===== src/include/spi_defs.vh =====
// constants for the serial port interrupt and event identification block
`ifndef SPI_DEFS_VH
`define SPI_DEFS_VH
`define SPI_OFS_IER        3'h1
`define SPI_OFS_EIR        3'h2
`define SPI_OFS_LSR        3'h5
`define SPI_OFS_MSR        3'h6
`define SPI_OFS_DATA       3'h0
`define SPI_IE_RX          0
`define SPI_IE_TX          1
`define SPI_IE_LS          2
`define SPI_IE_MS          3
`define SPI_IE_DMA         4
`define SPI_IE_TXEMP       5
`define SPI_IER_RST        8'h00
`define SPI_EIR_RST        8'h01
`define SPI_CODE_NONE      4'h1
`define SPI_CODE_LS        4'h6
`define SPI_CODE_RX        4'h4
`define SPI_CODE_TMO       4'hC
`define SPI_CODE_TX        4'h2
`define SPI_CODE_MS        4'h0
`define SPI_CHAR_TIMES     3'h4
`endif


===== src/core/spi_edge_flag.v =====
// sticky event flag: hardware set wins over clear
`timescale 1ns/1ns
module spi_edge_flag (
    input  wire clk_sys_i,
    input  wire srst_i,
    input  wire ce_i,
    input  wire set_i,
    input  wire clr_i,
    output reg  flag_o
);
    always @(posedge clk_sys_i) begin
        if (srst_i) begin
            flag_o <= 1'b0;
        end else if (ce_i) begin
            if (set_i)
                flag_o <= 1'b1;
            else if (clr_i)
                flag_o <= 1'b0;
        end
    end
endmodule


===== src/core/spi_irq_events.v =====
// interrupt enable and event identification logic of a serial port
// Functional notes
// - bit0 gates rx level and timeout, legacy
// - bit1 gates tx low level, legacy
// - bit2 gates link status, default off
// - bit3 gates modem status, legacy
// - bits 7-4 cleared outside extended mode
// - extended bit0 enables rx threshold/timeout
// - extended bit1 enables tx low/empty
// - extended bit4 enables dma terminal count
// - extended bit5 enables tx empty; 7,6 reserved
// - consumer ir bit2 adds tx underrun
// - offset 02h read events, write fifo control
// - legacy four levels, frozen during read
// - legacy bit0 low means pending
// - legacy bit3 marks rx timeout, fifos on
// - legacy bits 7,6 show fifos enabled
// - link status highest, cleared by status read
// - rx level second, level driven
// - rx timeout second, four character times
// - tx low third, cleared by read or write
// - modem status lowest, line edges, status read
// - extended bits are raw pending flags
// - extended read clears dma flag when dma_legacy_i is set
// - legacy format only when select bit 0
`timescale 1ns/1ns
`include "spi_defs.vh"
module spi_irq_events (
    input  wire       clk_sys_i,
    input  wire       srst_i,
    input  wire       ce_i,
    input  wire [2:0] addr_i,
    input  wire       rd_i,
    input  wire       wr_i,
    input  wire [7:0] wdata_i,
    input  wire       extended_mode_select_i,
    input  wire       consumer_ir_i,
    input  wire       dma_legacy_i,
    input  wire       dma_enabled_i,
    input  wire       rx_level_i,
    input  wire       rx_char_time_i,
    input  wire       rx_nonempty_i,
    input  wire       rx_fifo_access_i,
    input  wire       tx_low_i,
    input  wire       tx_empty_i,
    input  wire       line_error_i,
    input  wire       tx_underrun_i,
    input  wire       dma_tc_i,
    input  wire       cts_i,
    input  wire       dsr_i,
    input  wire       dcd_i,
    input  wire       ri_i,
    output reg  [7:0] rdata_o,
    output reg  [7:0] interrupt_enable_o,
    output reg        fifo_enable_o,
    output reg        irq_o
);
    reg  [3:0] modem_s1;
    reg  [3:0] modem_s2;
    reg  [3:0] modem_d;
    reg  [7:0] interrupt_enable;
    reg        fifo_en;
    reg  [3:0] shown_code;
    reg  [2:0] tmo_cnt;
    reg  [3:0] next_code;
    reg  [7:0] eir_val;
    reg        tmo_flag;
    reg        tx_flag;
    reg        tx_low_q;
    wire       ls_flag;
    wire       ms_flag;
    wire       dma_flag;
    wire       legacy = ~extended_mode_select_i;
    wire       rd_eir = ce_i & rd_i & (addr_i == `SPI_OFS_EIR);
    wire       rd_lsr = ce_i & rd_i & (addr_i == `SPI_OFS_LSR);
    wire       rd_msr = ce_i & rd_i & (addr_i == `SPI_OFS_MSR);
    wire       rd_dat = ce_i & rd_i & (addr_i == `SPI_OFS_DATA);
    wire       wr_dat = ce_i & wr_i & (addr_i == `SPI_OFS_DATA);
    wire       ms_edge;
    wire       ls_set;

    // modem lines arrive from pins
    always @(posedge clk_sys_i) begin
        if (srst_i) begin
            modem_s1 <= 4'h0;
            modem_s2 <= 4'h0;
            modem_d  <= 4'h0;
        end else if (ce_i) begin
            modem_s1 <= {ri_i, dcd_i, dsr_i, cts_i};
            modem_s2 <= modem_s1;
            modem_d  <= modem_s2;
        end
    end

    assign ms_edge = |(modem_s2[2:0] ^ modem_d[2:0])
                   | (modem_s2[3] & ~modem_d[3]);
    // underrun joins link status in consumer ir
    assign ls_set = line_error_i | (consumer_ir_i & tx_underrun_i);

    spi_edge_flag u_ls (
        .clk_sys_i (clk_sys_i),
        .srst_i    (srst_i),
        .ce_i      (ce_i),
        .set_i     (ls_set),
        .clr_i     (rd_lsr),
        .flag_o    (ls_flag)
    );
    spi_edge_flag u_ms (
        .clk_sys_i (clk_sys_i),
        .srst_i    (srst_i),
        .ce_i      (ce_i),
        .set_i     (ms_edge),
        .clr_i     (rd_msr),
        .flag_o    (ms_flag)
    );
    // dma flag cleared by extended event read when dma_legacy_i is set
    spi_edge_flag u_dma (
        .clk_sys_i (clk_sys_i),
        .srst_i    (srst_i),
        .ce_i      (ce_i),
        .set_i     (dma_tc_i & dma_enabled_i),
        .clr_i     (rd_eir & extended_mode_select_i & dma_legacy_i),
        .flag_o    (dma_flag)
    );

    // register writes
    always @(posedge clk_sys_i) begin
        if (srst_i) begin
            interrupt_enable <= `SPI_IER_RST;
            fifo_en          <= 1'b0;
        end else if (ce_i) begin
            if (wr_i && addr_i == `SPI_OFS_IER) begin
                interrupt_enable[3:0] <= wdata_i[3:0];
                if (extended_mode_select_i)
                    interrupt_enable[5:4] <= wdata_i[5:4];
            end
            if (legacy)
                interrupt_enable[7:4] <= 4'h0;
            // write at 02h is fifo control
            if (wr_i && addr_i == `SPI_OFS_EIR)
                fifo_en <= wdata_i[0];
        end
    end

    // timeout after four idle character times
    always @(posedge clk_sys_i) begin
        if (srst_i) begin
            tmo_cnt  <= 3'h0;
            tmo_flag <= 1'b0;
        end else if (ce_i) begin
            if (!rx_nonempty_i || rx_fifo_access_i || !fifo_en) begin
                tmo_cnt <= 3'h0;
            end else if (rx_char_time_i && tmo_cnt != `SPI_CHAR_TIMES) begin
                tmo_cnt <= tmo_cnt + 3'h1;
            end
            if (rx_char_time_i && tmo_cnt == `SPI_CHAR_TIMES - 3'h1
                && rx_nonempty_i && !rx_fifo_access_i && fifo_en)
                tmo_flag <= 1'b1;
            else if (rd_dat)
                tmo_flag <= 1'b0;
        end
    end

    // tx low: set on new low level, cleared by read or data write
    always @(posedge clk_sys_i) begin
        if (srst_i) begin
            tx_flag  <= 1'b0;
            tx_low_q <= 1'b0;
        end else if (ce_i) begin
            tx_low_q <= tx_low_i;
            if (tx_low_i && !tx_low_q)
                tx_flag <= 1'b1;
            else if (wr_dat || (rd_eir && legacy
                     && shown_code == `SPI_CODE_TX))
                tx_flag <= 1'b0;
        end
    end

    always @* begin
        next_code = `SPI_CODE_NONE;
        if (ms_flag && interrupt_enable[`SPI_IE_MS])
            next_code = `SPI_CODE_MS;
        if (tx_flag && interrupt_enable[`SPI_IE_TX])
            next_code = `SPI_CODE_TX;
        if (tmo_flag && interrupt_enable[`SPI_IE_RX])
            next_code = `SPI_CODE_TMO;
        if (rx_level_i && interrupt_enable[`SPI_IE_RX])
            next_code = `SPI_CODE_RX;
        if (ls_flag && interrupt_enable[`SPI_IE_LS])
            next_code = `SPI_CODE_LS;
        // timeout bit only with fifos on
        if (!fifo_en)
            next_code[3] = 1'b0;
    end

    always @(posedge clk_sys_i) begin
        if (srst_i) begin
            shown_code <= `SPI_CODE_NONE;
        end else if (ce_i) begin
            if (!rd_eir)
                shown_code <= next_code;
        end
    end

    always @* begin
        if (legacy) begin
            // a frozen timeout code must not outlive fifos
            eir_val = {fifo_en, fifo_en, 2'b00,
                       shown_code[3] & fifo_en, shown_code[2:0]};
        end else begin
            eir_val = {2'b00, tx_empty_i, dma_flag, ms_flag,
                       ls_flag, tx_low_i | tx_empty_i,
                       rx_level_i | tmo_flag};
        end
    end

    always @(posedge clk_sys_i) begin
        if (srst_i) begin
            rdata_o            <= 8'h00;
            interrupt_enable_o <= `SPI_IER_RST;
            fifo_enable_o      <= 1'b0;
            irq_o              <= 1'b0;
        end else if (ce_i) begin
            interrupt_enable_o <= interrupt_enable;
            fifo_enable_o      <= fifo_en;
            if (rd_i) begin
                case (addr_i)
                    `SPI_OFS_IER: rdata_o <= interrupt_enable;
                    `SPI_OFS_EIR: rdata_o <= eir_val;
                    default:      rdata_o <= 8'h00;
                endcase
            end
            if (legacy)
                irq_o <= ~shown_code[0];
            else
                irq_o <= |(eir_val[5:0] & interrupt_enable[5:0]);
        end
    end
endmodule


===== config.mk =====
export PLATFORM = sky130hd
export DESIGN_NAME = spi_irq_events
export DESIGN_NICKNAME = d
export VERILOG_FILES = /design/src/core/spi_edge_flag.v /design/src/core/spi_irq_events.v
export VERILOG_INCLUDE_DIRS = /design/src /design/src/include
export SDC_FILE = /design/constraint.sdc
export NUM_CORES = 1
export LEC_CHECK = 0
export BUFFER_PORTS_ARGS = -buffer_cell sky130_fd_sc_hd__clkbuf_2
export CAP_MARGIN = 15
export CELL_PAD_IN_SITES_DETAIL_PLACEMENT = 0
export CELL_PAD_IN_SITES_GLOBAL_PLACEMENT = 1
export CORE_MARGIN = 8
export CORE_UTILIZATION = 42
export DETAILED_ROUTE_END_ITERATION = 8
export PLACE_DENSITY_LB_ADDON = 0.3
export SYNTH_ARGS = -nofsm -noshare
export SYNTH_HDL_FRONTEND = slang
export SYNTH_SLANG_ARGS = --single-unit

===== constraint.sdc =====
create_clock -name clk_sys_i -period 3.1 [get_ports clk_sys_i]
set_input_delay 0.155 -clock clk_sys_i [delete_from_list [all_inputs] [get_ports clk_sys_i]]
set_output_delay 0.155 -clock clk_sys_i [all_outputs]
set_load 0.05 [all_outputs]

# Word level (Yosys, flattened, before mapping)
# Cells that the tools add are included.
[word_totals]
register_bits = 48
output_inout_bits = 18
[classes]
eq_ne = 8
mux = 23
n_addsub = 1
bitwise_logic = 23
n_reduce_logical = 42
[op_table]
columns = ["op", "count"]
rows = [
  ["2-bit AND reduction", 11],
  ["4-bit 2-to-1 mux", 4],
  ["8-bit one-hot mux with 2 select lines", 1],
  ["1-bit logical AND", 15],
  ["1-bit bitwise AND", 13],
  ["1-bit 2-to-1 mux", 13],
  ["2-bit nonzero test", 6],
  ["8-bit 2-to-1 mux", 1],
  ["6-bit bitwise AND", 1],
  ["3-bit by 2-bit equality test with 1-bit output, second input constant", 2],
  ["3-bit equality test, second input constant", 2],
  ["3-bit 2-to-1 mux", 2],
  ["6-bit 2-to-1 mux", 1],
  ["6-bit OR reduction", 1],
  ["4-bit by 2-bit equality test with 1-bit output, second input constant", 1],
  ["1-bit zero test", 4],
  ["1-bit NOT", 4],
  ["1-bit OR", 4],
  ["3-bit by 1-bit adder with 3-bit output, second input constant", 1],
  ["3-bit by 1-bit equality test with 1-bit output, second input constant", 1],
  ["3-bit zero test", 1],
  ["1-bit logical OR", 3],
  ["3-bit inequality test, second input constant", 1],
  ["3-bit OR reduction", 1],
  ["3 further kinds", 3],
]

# Depth between registers and ports, before layout
# Gate-level depths: netlist of the first run.
[logic_depth]
depth_word = 7
depth_mapped = 6
depth_no_buf = 6

# By module
# A second synthesis of the first run with hierarchy kept.
[hier_totals]
cells_unflattened = 245
area_unflattened_um2 = 2177.1
[by_module_without_submodules]
columns = ["module", "seq_area_each_um2", "instances", "area_each_um2", "cells_each"]
rows = [
  ["spi_irq_events", 880.8, 1, 2049.5, 233],
  ["spi_edge_flag", 20.0, 3, 42.5, 4],
]

# Worst setup path after synthesis of the first run
# Ideal clock, no wire load.
[synth_timing]
path_type = "register to register"
from = "reg shown_code[0]"
to = "reg tx_flag"
setup_time_ns = 0.132
n_path_buf = 0
synth_period_minus_slack_ns = 1.234
path_stages_with_launch = 4
arrival_ns = 1.101
setup_slack_ns = 1.866
cell_sequence = "dfxtp_1 > or4b_1 > o311ai_1 > a21oi_1"
[synth_between]
elab_chain_len = 5
[synth_lines]
columns = ["element", "line", "rtl"]
rows = [
  ["start: declaration", "spi_irq_events.v:63", "reg [3:0] shown_code;"],
  ["start signal: assignment", "spi_irq_events.v:198", "shown_code <= `SPI_CODE_NONE;"],
  ["start signal: assignment", "spi_irq_events.v:201", "shown_code <= next_code;"],
  ["4-bit by 2-bit equality test with 1-bit output (no source line)", "n/a", ""],
  ["1-bit logical AND (no source line)", "n/a", ""],
  ["1-bit logical OR", "spi_irq_events.v:173", "else if (wr_dat || (rd_eir && legacy"],
  ["2-bit nonzero test (no source line)", "n/a", ""],
  ["2-bit AND reduction (no source line)", "n/a", ""],
  ["end signal: assignment", "spi_irq_events.v:167", "tx_flag <= 1'b0;"],
  ["end signal: assignment", "spi_irq_events.v:172", "tx_flag <= 1'b1;"],
  ["end signal: assignment", "spi_irq_events.v:175", "tx_flag <= 1'b0;"],
  ["end: declaration", "spi_irq_events.v:68", "reg tx_flag;"],
]
# No other way between the ends.
# A chain may end at the register's enable or synchronous reset.

# Final worst setup path of the first run
[layout_timing]
from = "in ce_i"
to = "reg shown_code[0]"
[layout_between]
elab_chain_len = 4
[layout_lines]
columns = ["element", "line", "rtl"]
rows = [
  ["start: declaration", "spi_irq_events.v:31", "input wire ce_i,"],
  ["1-bit bitwise AND (2 in a row)", "spi_irq_events.v:74", "wire rd_eir = ce_i & rd_i & (addr_i == `SPI_OFS_EIR);"],
  ["1-bit NOT (no source line)", "n/a", ""],
  ["2-bit AND reduction (no source line) (*)", "n/a", ""],
]
# Every way passes the cells marked *; elsewhere a longest branch is shown, timed or not.

==> results.ini, run 1 <==
[run_status]
status=complete, no violations

[sta]
slew_headroom_pct=32.7
fin_setup_tns_ns=0
finalSetupViolCount=0
finalMaxSlewViolations=0
clock.fmax_mhz=647
rsz0062_at_grt=no
timing_hold_violations_final=0
tightestPinTransition_ns=1.01
fin_skew_ns=0.00734
period_needed_ns=1.55
fin_crit_sh_pct=49.9

[critical_path]
crit_fanout=26
rr_worst_depth=6
r2r_start=tmo_cnt[0]
cp.required_ns=3.29
rr_endpoint=tmo_cnt[1]
path_class=in2reg
worstSetupStartpointType=input pin
endpoint_kind=flop
r2r_slack_ns=1.69
cp.arrival_ns=1.74

[detailed_routing]
first_iter_violations=84
via_per_inst=5.25
drtAntennaViolNets=0
firstDrtPassIters=4
wl_per_cell_um=15.1
num_vias=1831
drc=0
routed_wl_um=5250

[clock_network]
cts_setup_buffers=0
cts_buffers=5
cts_tree=done
hold_buffers=0
cts_root_buf=clkbuf_8
clk_pin_slew_ns=0.09
cts_sinks=47
clock_latency_ns=0.30
htree_levels=2
cts_resized=0
clockBufferDepth=2

[min_path]
holdPathStages=3
min_to=interrupt_enable[3]
hold_path.class=in2reg
min-delay-start=wdata_i[3]

[floorplanning]
initial_utilization_pct=42.7
design.portCount=51
rows=26
die_y_um=87.4
die_width_um=87.4
core_area_mm2=0.00501
dieArea_mm2=0.00764

[power]
power_density_mw_per_mm2=467
p_leak_nw=1.05
peakVddDrop_uv=320
total_power_mw=1.16

[logic_synthesis]
synth-edff-count=0
synth_top_cells_by_count=47 x dfxtp_1, 36 x nor2_1, 22 x mux2i_1
synth_fa_ha_area_share_pct=1.75
synth.distinct_cells=47
synthCells=239
async_reset_ff_share_pct=0
synth-seq-cells=47
synth_top_cell_area_share_pct=44.0
synth_top_family_by_area=simple AND/OR/NAND/NOR gates
yosysTopAreaCell=dfxtp_1
synth_flop_cell=dfxtp_1
ys_warn_count=0
netlist_area_mm2=0.00214
synth_xor_area_share_pct=1.23
seq_area_frac_synth_pct=44.0
synth_compound_area_share_pct=16.5
synth_area_leaders=dfxtp_1 44%, mux2i_1 10%, nor2_1 6.3%
avgSynthCellArea_um2=8.96
synth-simple-area-share_pct=20.1
synth_most_common_cell=dfxtp_1
synthMuxAreaShare_pct=10.8

[grt]
grt_pass1_vias=1785
antenna_found_initial=0
grt-ovfl-total=0
grt_pass1_wl_um=8700
track_usage_pct=14.6
grt_max_degree=49

[place]
routabilityCongestion=0.872
place_hpwl_um=3650
numPortBuffers=46

[job]
maxCapViolations=0

[final_layout]
diodes=0
area_growth_pct=15.8
layout-drive-gt1-share_pct=22.6
layout.nets=314
fillers=533

area by class of cell:
class	instances	area [um^2]	area share (%)
repair buffers	47	238	9.59
inverters	7	26.3	1.06
clock buffers	8	100	4.04
flip-flops and latches	47	941	38.0
well taps	70	87.6	3.53
multi-input cells	170	1090	43.8
placed cells by master, fill, tap and decap left out, types with 3 or more instances in the layout:
cell / count
mux2i_1: 22
nand4_1: 5
and3_1: 3
nand2_1: 16
a222oi_1: 4
inv_1: 5
nand3_1: 11
a21oi_1: 20
dfxtp_1: 47
a22oi_1: 3
nor2_1: 36
clkbuf_2: 46
xnor2_1: 3
ha_1: 3
o21ai_1: 5
clkbuf_8: 7
nand3b_1: 3
where the power goes:
| part | leakage [nW] | internal, mW | total [mW] | switching, mW |
|---|---|---|---|---|
| combinational | 0.612 | 0.0444 | 0.118 | 0.0734 |
| sequential | 0.382 | 0.618 | 0.630 | 0.0117 |
| clock | 0.0515 | 0.204 | 0.409 | 0.205 |
state kept, by name, summed over array words and instances (netlist names):
name and flops:
rdata_o 7, modem_s1 4, fifo_en 1, u_ms.flag_o 1, tx_flag 1, tmo_cnt 3, fifo_enable_o 1, u_ls.flag_o 1
interrupt_enable 6, modem_s2 4, tx_low_q 1, shown_code 4, u_dma.flag_o 1, modem_d 4, tmo_flag 1, irq_o 1
interrupt_enable_o 6
layer usage:
layer | up-vias | global-route usage, % | share of wire, %
li1 | 932 | - | -
met1 | 852 | 19.0 | 49
met2 | 43 | 22.2 | 44
met4 | 0 | 5.16 | 1.4
met3 | 4 | 3.96 | 5.9
met5 | - | 0 | 0
critical path: stages:
cell,delay (ns)
clkbuf_2,0.48
nor2b_4,0.32
and3_1,0.42
nor2_2,0.10
a211o_1,0.26
cell families (layout without fill, tap and decap cells):
group | count (synthesis) | count (layout)
other | 1 | 2
buffers and inverters | 23 | 62
multiplexers | 23 | 23
AO/OA/AOI/OAI | 52 | 52
AND/OR/NAND/NOR | 87 | 87
flip-flops | 47 | 47
adder cells (fa/ha/maj) | 3 | 3
XOR/XNOR | 3 | 3
worst max path at each step:
stage	depth (start not counted)	from	slack, ns	end
floorplan	3	shown_code[0]	1.87	tx_flag
global placement	5	ce_i	1.26	shown_code[0]
detailed placement	5	ce_i	1.23	shown_code[0]
CTS	5	ce_i	1.56	shown_code[0]
global route	5	ce_i	1.45	shown_code[0]
finish	5	ce_i	1.55	shown_code[0]
stage by stage:
step | area, um^2 | hold slack, ns | util (%) | std cells | setup WS [ns]
after global routing | 2480 | 0.0740 | 49.5 | 349 | 1.45
after global placement | 2380 | 0.381 | 47.5 | 341 | 1.26
final | 2480 | 0.0675 | 49.5 | 349 | 1.55
after floorplan | 2140 | 0.271 | - | 240 | 1.87
after detailed placement | 2380 | 0.388 | 47.5 | 341 | 1.23
after CTS | 2480 | 0.0639 | 49.5 | 349 | 1.56
Note: power is estimated with default switching activity, not from simulation.
==> run 2: changes to the inputs <==
--- a/config.mk
+++ b/config.mk
@@ -11,7 +11,7 @@
 export CELL_PAD_IN_SITES_DETAIL_PLACEMENT = 0
 export CELL_PAD_IN_SITES_GLOBAL_PLACEMENT = 1
 export CORE_MARGIN = 8
-export CORE_UTILIZATION = 42
+export CORE_UTILIZATION = 35
 export DETAILED_ROUTE_END_ITERATION = 8
 export PLACE_DENSITY_LB_ADDON = 0.3
 export SYNTH_ARGS = -nofsm -noshare
==> constraint.sdc (replaced) <==
create_clock -name clk_sys_i -period 1.4 [get_ports clk_sys_i]
set_input_delay 0.07 -clock clk_sys_i [delete_from_list [all_inputs] [get_ports clk_sys_i]]
set_output_delay 0.07 -clock clk_sys_i [all_outputs]
set_load 0.05 [all_outputs]
==> results.ini, run 2 (synthesis gave the netlist of run 1 again) <==
[place]
place_ws_ns=0.101  ; -1.13 ns
place_hpwl_um=4060  ; +11%
routabilityCongestion=0.786  ; -9.8%
placed_cell_area_mm2=0.00246  ; +3.6%
numPortBuffers=46  ; unchanged

[min_path]
holdPathStages=3  ; unchanged
min_to=modem_s1[3]
min-delay-start=ri_i
hold_path.class=in2reg

[sta]
timing_hold_violations_final=0  ; unchanged
fin_skew_ns=0.00409  ; -0.00326 ns
fin_crit_sh_pct=92.1
finalSetupViolCount=0  ; unchanged
clock.fmax_mhz=776
fin_ws_ns=0.111  ; -1.44 ns
finalMaxSlewViolations=0  ; unchanged
period_needed_ns=1.29
rsz0062_at_grt=no
fin_setup_tns_ns=0  ; unchanged

[job]
maxCapViolations=0  ; unchanged

[grt]
grt_max_degree=48  ; -2.0%
track_usage_pct=12.7  ; -1.9 points
grt-ovfl-total=0  ; unchanged
antenna_found_initial=0  ; unchanged
grt_pass1_vias=1924  ; +7.8%
grt_pass1_wl_um=9000  ; +3.4%

[floorplanning]
design.portCount=51  ; unchanged
core_area_mm2=0.00592  ; +18%
initial_utilization_pct=36.2  ; -6.6 points
die_width_um=94.2  ; +7.8%
rows=28  ; +7.7%
dieArea_mm2=0.00888  ; +16%
die_y_um=94.2  ; +7.8%

[clock_network]
clock_latency_ns=0.30  ; about the same
cts_sinks=47  ; unchanged
clk_pin_slew_ns=0.09  ; about the same
cts_setup_buffers=0  ; unchanged
cts_buffers=5  ; unchanged
clockBufferDepth=2  ; unchanged
cts_root_buf=clkbuf_8
htree_levels=2  ; unchanged
cts_tree=done

[critical_path]
cp_slowest_cell=or4b_1
rr_endpoint=tx_flag
worstPathCellList=or4b_1 > o311ai_1 > a21oi_1
endpoint_kind=flop
r2r_start=shown_code[3]
worstSetupStartpointType=flop
critPathBufInv=0  ; -1
cp.required_ns=1.59  ; -1.70 ns
crit_fanout=3  ; -88%
cp_top_family=simple AND/OR/NAND/NOR gates
path_class=reg2reg
slowest_delay_ns=0.51  ; +0.03 ns
r2r_slack_ns=0.11  ; -1.58 ns
cp.arrival_ns=1.48  ; -0.26 ns
rr_worst_depth=3  ; -3

[run_status]
status=complete, no violations

[power]
p_leak_nw=1.13  ; +8.1%
power_density_mw_per_mm2=1020  ; +120%
peakVddDrop_uv=446  ; +39%
total_power_mw=2.70  ; +130%

[final_layout]
area_growth_pct=23.7
top_register=rdata_o
layout-drive-gt1-share_pct=24.7  ; +2.2 points
layout.nets=330  ; +5.1%
final_common_cell=dfxtp_1
final_cell_mix=47 x dfxtp_1, 46 x clkbuf_2, 36 x nor2_1
final_cell_area_mm2=0.00265  ; +6.8%
diodes=0  ; unchanged
largest_register_ffs=7  ; unchanged
top_regs=rdata_o x7, interrupt_enable x6, interrupt_enable_o x6

[detailed_routing]
firstDrtPassIters=4  ; unchanged
routed_wl_um=5460  ; +3.9%
via_per_inst=5.25  ; +0.15%
drc=0  ; unchanged
wl_per_cell_um=14.8  ; -2.0%
first_iter_violations=128  ; +52%
drtAntennaViolNets=0  ; unchanged
num_vias=1944  ; +6.2%

[run 2: cell types whose count changed in the layout (fill, tap and decap cells not counted), sizes merged]
cell	change
buf	+9
bufinv	+1
clkbuf	-3
clkinv	+2
dlygate4sd3	+7
[run 2: how the worst max path moves through the flow]
stage	slack [ns]	endpoint	cells past startpoint	start
floorplan	0.17	tx_flag	3	shown_code[0]
global placement	0.13	tmo_cnt[1]	6	tmo_cnt[0]
detailed placement	0.10	tmo_cnt[1]	6	tmo_cnt[0]
CTS	0.08	tmo_cnt[1]	6	tmo_cnt[0]
global route	0.008	tmo_cnt[1]	6	tmo_cnt[0]
finish	0.11	tx_flag	3	shown_code[3]
[run 2: area by class of cell]
class / instances / area (um^2)
clock buffers: 5 / 68.8
flip-flops and latches: 47 / 941
well taps: 75 / 93.8
repair buffers: 63 / 388
clock inverters: 3 / 43.8
multi-input cells: 170 / 1090
inverters: 7 / 26.3
fillers: 628 / 3270
[run 2: timing repair]
| action | 4_1_cts | 5_1_grt |
|---|---|---|
| setup endpoints to repair | 0 | 2 |
| hold buffers | 7 | 0 |
| resized for setup | 0 | 1 |
| hold endpoints to repair | 7 | 0 |
[run 2: where the power goes]
group | internal, mW | total (mW) | switching, mW
clock network | 0.532 | 1.00 | 0.473
logic | 0.129 | 0.297 | 0.169
registers | 1.37 | 1.39 | 0.0254
[run 2: per-layer routing]
layer / global-route usage [%] / vias to the layer above / wire length, um
met3: 3.84 / 5 / 344
li1: - / 969 / -
met5: 0 / - / 0
met1: 15.5 / 920 / 2480
met2: 20.5 / 50 / 2570
met4: 4.36 / 0 / 61
[run 2: worst min-delay path: cells and delay by family]
kind / cells / cell delay [ns]
buffers and inverters: 1 / 0.07
muxes: 1 / 0.05
and+or+nand+nor: 1 / 0.08
[run 2: metrics by stage]
| stage | hold slack [ns] | cells | util (%) |
|---|---|---|---|
| after floorplan | 0.186 | 240 | - |
| after global placement | 0.299 | 355 | 41.6 |
| after detailed placement | 0.302 | 355 | 41.6 |
| after CTS | 0.00364 | 370 | 44.7 |
| after global routing | 0.0111 | 370 | 44.7 |
| final | 0.0141 | 370 | 44.7 |
==> run 3: changes to the inputs <==
--- a/config.mk
+++ b/config.mk
@@ -10,7 +10,7 @@
 export CAP_MARGIN = 15
 export CELL_PAD_IN_SITES_DETAIL_PLACEMENT = 0
 export CELL_PAD_IN_SITES_GLOBAL_PLACEMENT = 1
-export CORE_MARGIN = 8
+export CORE_MARGIN = 4
 export CORE_UTILIZATION = 35
 export DETAILED_ROUTE_END_ITERATION = 8
 export PLACE_DENSITY_LB_ADDON = 0.3
==> results.ini, run 3 (synthesis gave the netlist of run 1 again) <==
[grt]
grt_pass1_wl_um=8830  ; -1.9%
antenna_found_initial=0  ; unchanged
grt-ovfl-total=0  ; unchanged
grt_max_degree=27  ; -44%
grt_pass1_vias=1836  ; -4.6%
track_usage_pct=15.0  ; +2.4 points

[final_layout]
final_cell_area_mm2=0.00264  ; -0.38%
top_regs=rdata_o x7, interrupt_enable x6, interrupt_enable_o x6
final_cell_mix=47 x dfxtp_1, 46 x clkbuf_2, 36 x nor2_1
fillers=605  ; -3.7%
final_common_cell=dfxtp_1
diodes=0  ; unchanged
layout.nets=329  ; -0.30%
layout-drive-gt1-share_pct=24.8  ; +0.084 points
top_register=rdata_o
area_growth_pct=23.2
largest_register_ffs=7  ; unchanged
fin_util_pct=44.5  ; -0.17 points

[min_path]
hold_path.class=in2reg
min_to=modem_s1[1]
min-delay-start=dsr_i
holdPathStages=3  ; unchanged

[sta]
fin_skew_ns=0.00749  ; +0.00340 ns
timing_hold_violations_final=0  ; unchanged
finalMaxSlewViolations=0  ; unchanged
holdWs_ns=0.00620  ; -0.00787 ns
fin_crit_sh_pct=94.4  ; +2.3 points
finalSetupViolCount=0  ; unchanged
fin_setup_tns_ns=0  ; unchanged
period_needed_ns=1.32  ; +0.0328 ns
rsz0062_at_grt=no
clock.fmax_mhz=757  ; -2.5%

[clock_network]
cts_tree=done
clockBufferDepth=2  ; unchanged
htree_levels=2  ; unchanged
cts_root_buf=clkbuf_8
clock_latency_ns=0.30  ; about the same
cts_setup_buffers=0  ; unchanged
clk_pin_slew_ns=0.09  ; about the same
cts_sinks=47  ; unchanged
cts_buffers=5  ; unchanged

[critical_path]
endpoint_kind=flop
worstSetupStartpointType=flop
crit_fanout=3  ; unchanged
cp.arrival_ns=1.50  ; +0.02 ns
r2r_slack_ns=0.08  ; -0.03 ns
cp.required_ns=1.58  ; about the same
rr_endpoint=tx_flag
path_class=reg2reg
rr_worst_depth=3  ; unchanged
r2r_start=shown_code[3]

[floorplanning]
dieArea_mm2=0.00743  ; -16%
die_width_um=86.2  ; -8.5%
core_area_mm2=0.00592  ; unchanged
die_y_um=86.2  ; -8.5%
design.portCount=51  ; unchanged
rows=28  ; unchanged
initial_utilization_pct=36.2  ; unchanged

[detailed_routing]
routed_wl_um=5270  ; -3.5%
first_iter_violations=117  ; -8.6%
num_vias=1900  ; -2.3%
wl_per_cell_um=14.3  ; -3.3%
drtAntennaViolNets=0  ; unchanged
firstDrtPassIters=4  ; unchanged
drc=0  ; unchanged
via_per_inst=5.15  ; -2.0%

[power]
power_density_mw_per_mm2=1020  ; about the same
p_sw_mw=0.661  ; -0.83%
pwr-share-comb_pct=10.9  ; about the same
swShare_pct=24.6  ; -0.12 points
pwr-share-clk_pct=37.2  ; about the same
p_leak_nw=1.13  ; -0.32%
peakVddDrop_uv=576  ; +29%
internal_power_mw=2.03  ; -0.17%
power_frac_seq_pct=51.9  ; +0.2 points

[place]
routabilityCongestion=0.790  ; +0.41%
placed_cell_area_mm2=0.00246  ; unchanged
place_hpwl_um=3920  ; -3.7%
numPortBuffers=46  ; unchanged

[job]
maxCapViolations=0  ; unchanged

[run_status]
status=complete, no violations

==> run 3: cell types whose count changed in the layout (fill, tap and decap cells not counted), sizes merged <==
| cell | before | now |
|---|---|---|
| dlygate4sd3 | 7 | 6 |
==> run 3: stage by stage <==
step / std cells / setup slack (ns) / total power, mW
finish: 369 / 0.0783 / 2.69
floorplan: 240 / 0.166 / 1.60
CTS: 369 / 0.0684 / 2.72
global placement: 355 / 0.114 / 1.71
detailed placement: 355 / 0.0807 / 1.71
global route: 369 / 0.0109 / 2.80
==> run 3: power by group through the flow <==
| stage | clock network [mW] | registers, mW | logic (mW) |
|---|---|---|---|
| 6_report | 1.00 | 1.39 | 0.294 |
| 5_1_grt | 1.08 | 1.40 | 0.326 |
| 4_1_cts | 1.03 | 1.39 | 0.295 |
| 3_5_place_dp | 0 | 1.43 | 0.281 |
| 3_3_place_gp | 0 | 1.42 | 0.280 |
| 2_1_floorplan | 0 | 1.43 | 0.165 |
==> run 3: worst max-delay path by stage <==
stage,startpoint,to,slack [ns]
floorplan,shown_code[0],tx_flag,0.17
global placement,tmo_cnt[0],tmo_cnt[1],0.11
finish,shown_code[3],tx_flag,0.08
global route,fifo_en,irq_o,0.01
CTS,tmo_cnt[0],tmo_cnt[1],0.07
detailed placement,tmo_cnt[0],tmo_cnt[1],0.08
==> run 3: area by class of cell <==
cell class	instances	area, um^2	share of cell area [%]
well taps	75	93.8	3.56
clock buffers	5	68.8	2.61
flip-flops and latches	47	941	35.7
multi-input cells	170	1090	41.2
clock inverters	3	43.8	1.66
inverters	7	26.3	0.996
repair buffers	62	378	14.3
==> run 3: metal layers <==
layer / wire (um) / share of wire, % / GRT usage [%]
met2: 2360 / 45 / 24.0
met4: 87 / 1.7 / 5.95
met3: 221 / 4.2 / 2.85
met5: 0 / 0 / 0
met1: 2600 / 49 / 20.1
==> run 3: what timing repair did <==
item	CTS	global route
gates resized for setup	0	2
endpoints found under the hold margin	6	0
hold buffers	6	0
endpoints found under the setup margin	0	2
==> run 3: critical path: stages (launching register included) <==
cell	delay, ns
dfxtp_1	0.33
or4b_1	0.53
o311ai_1	0.25
a21oi_1	0.09
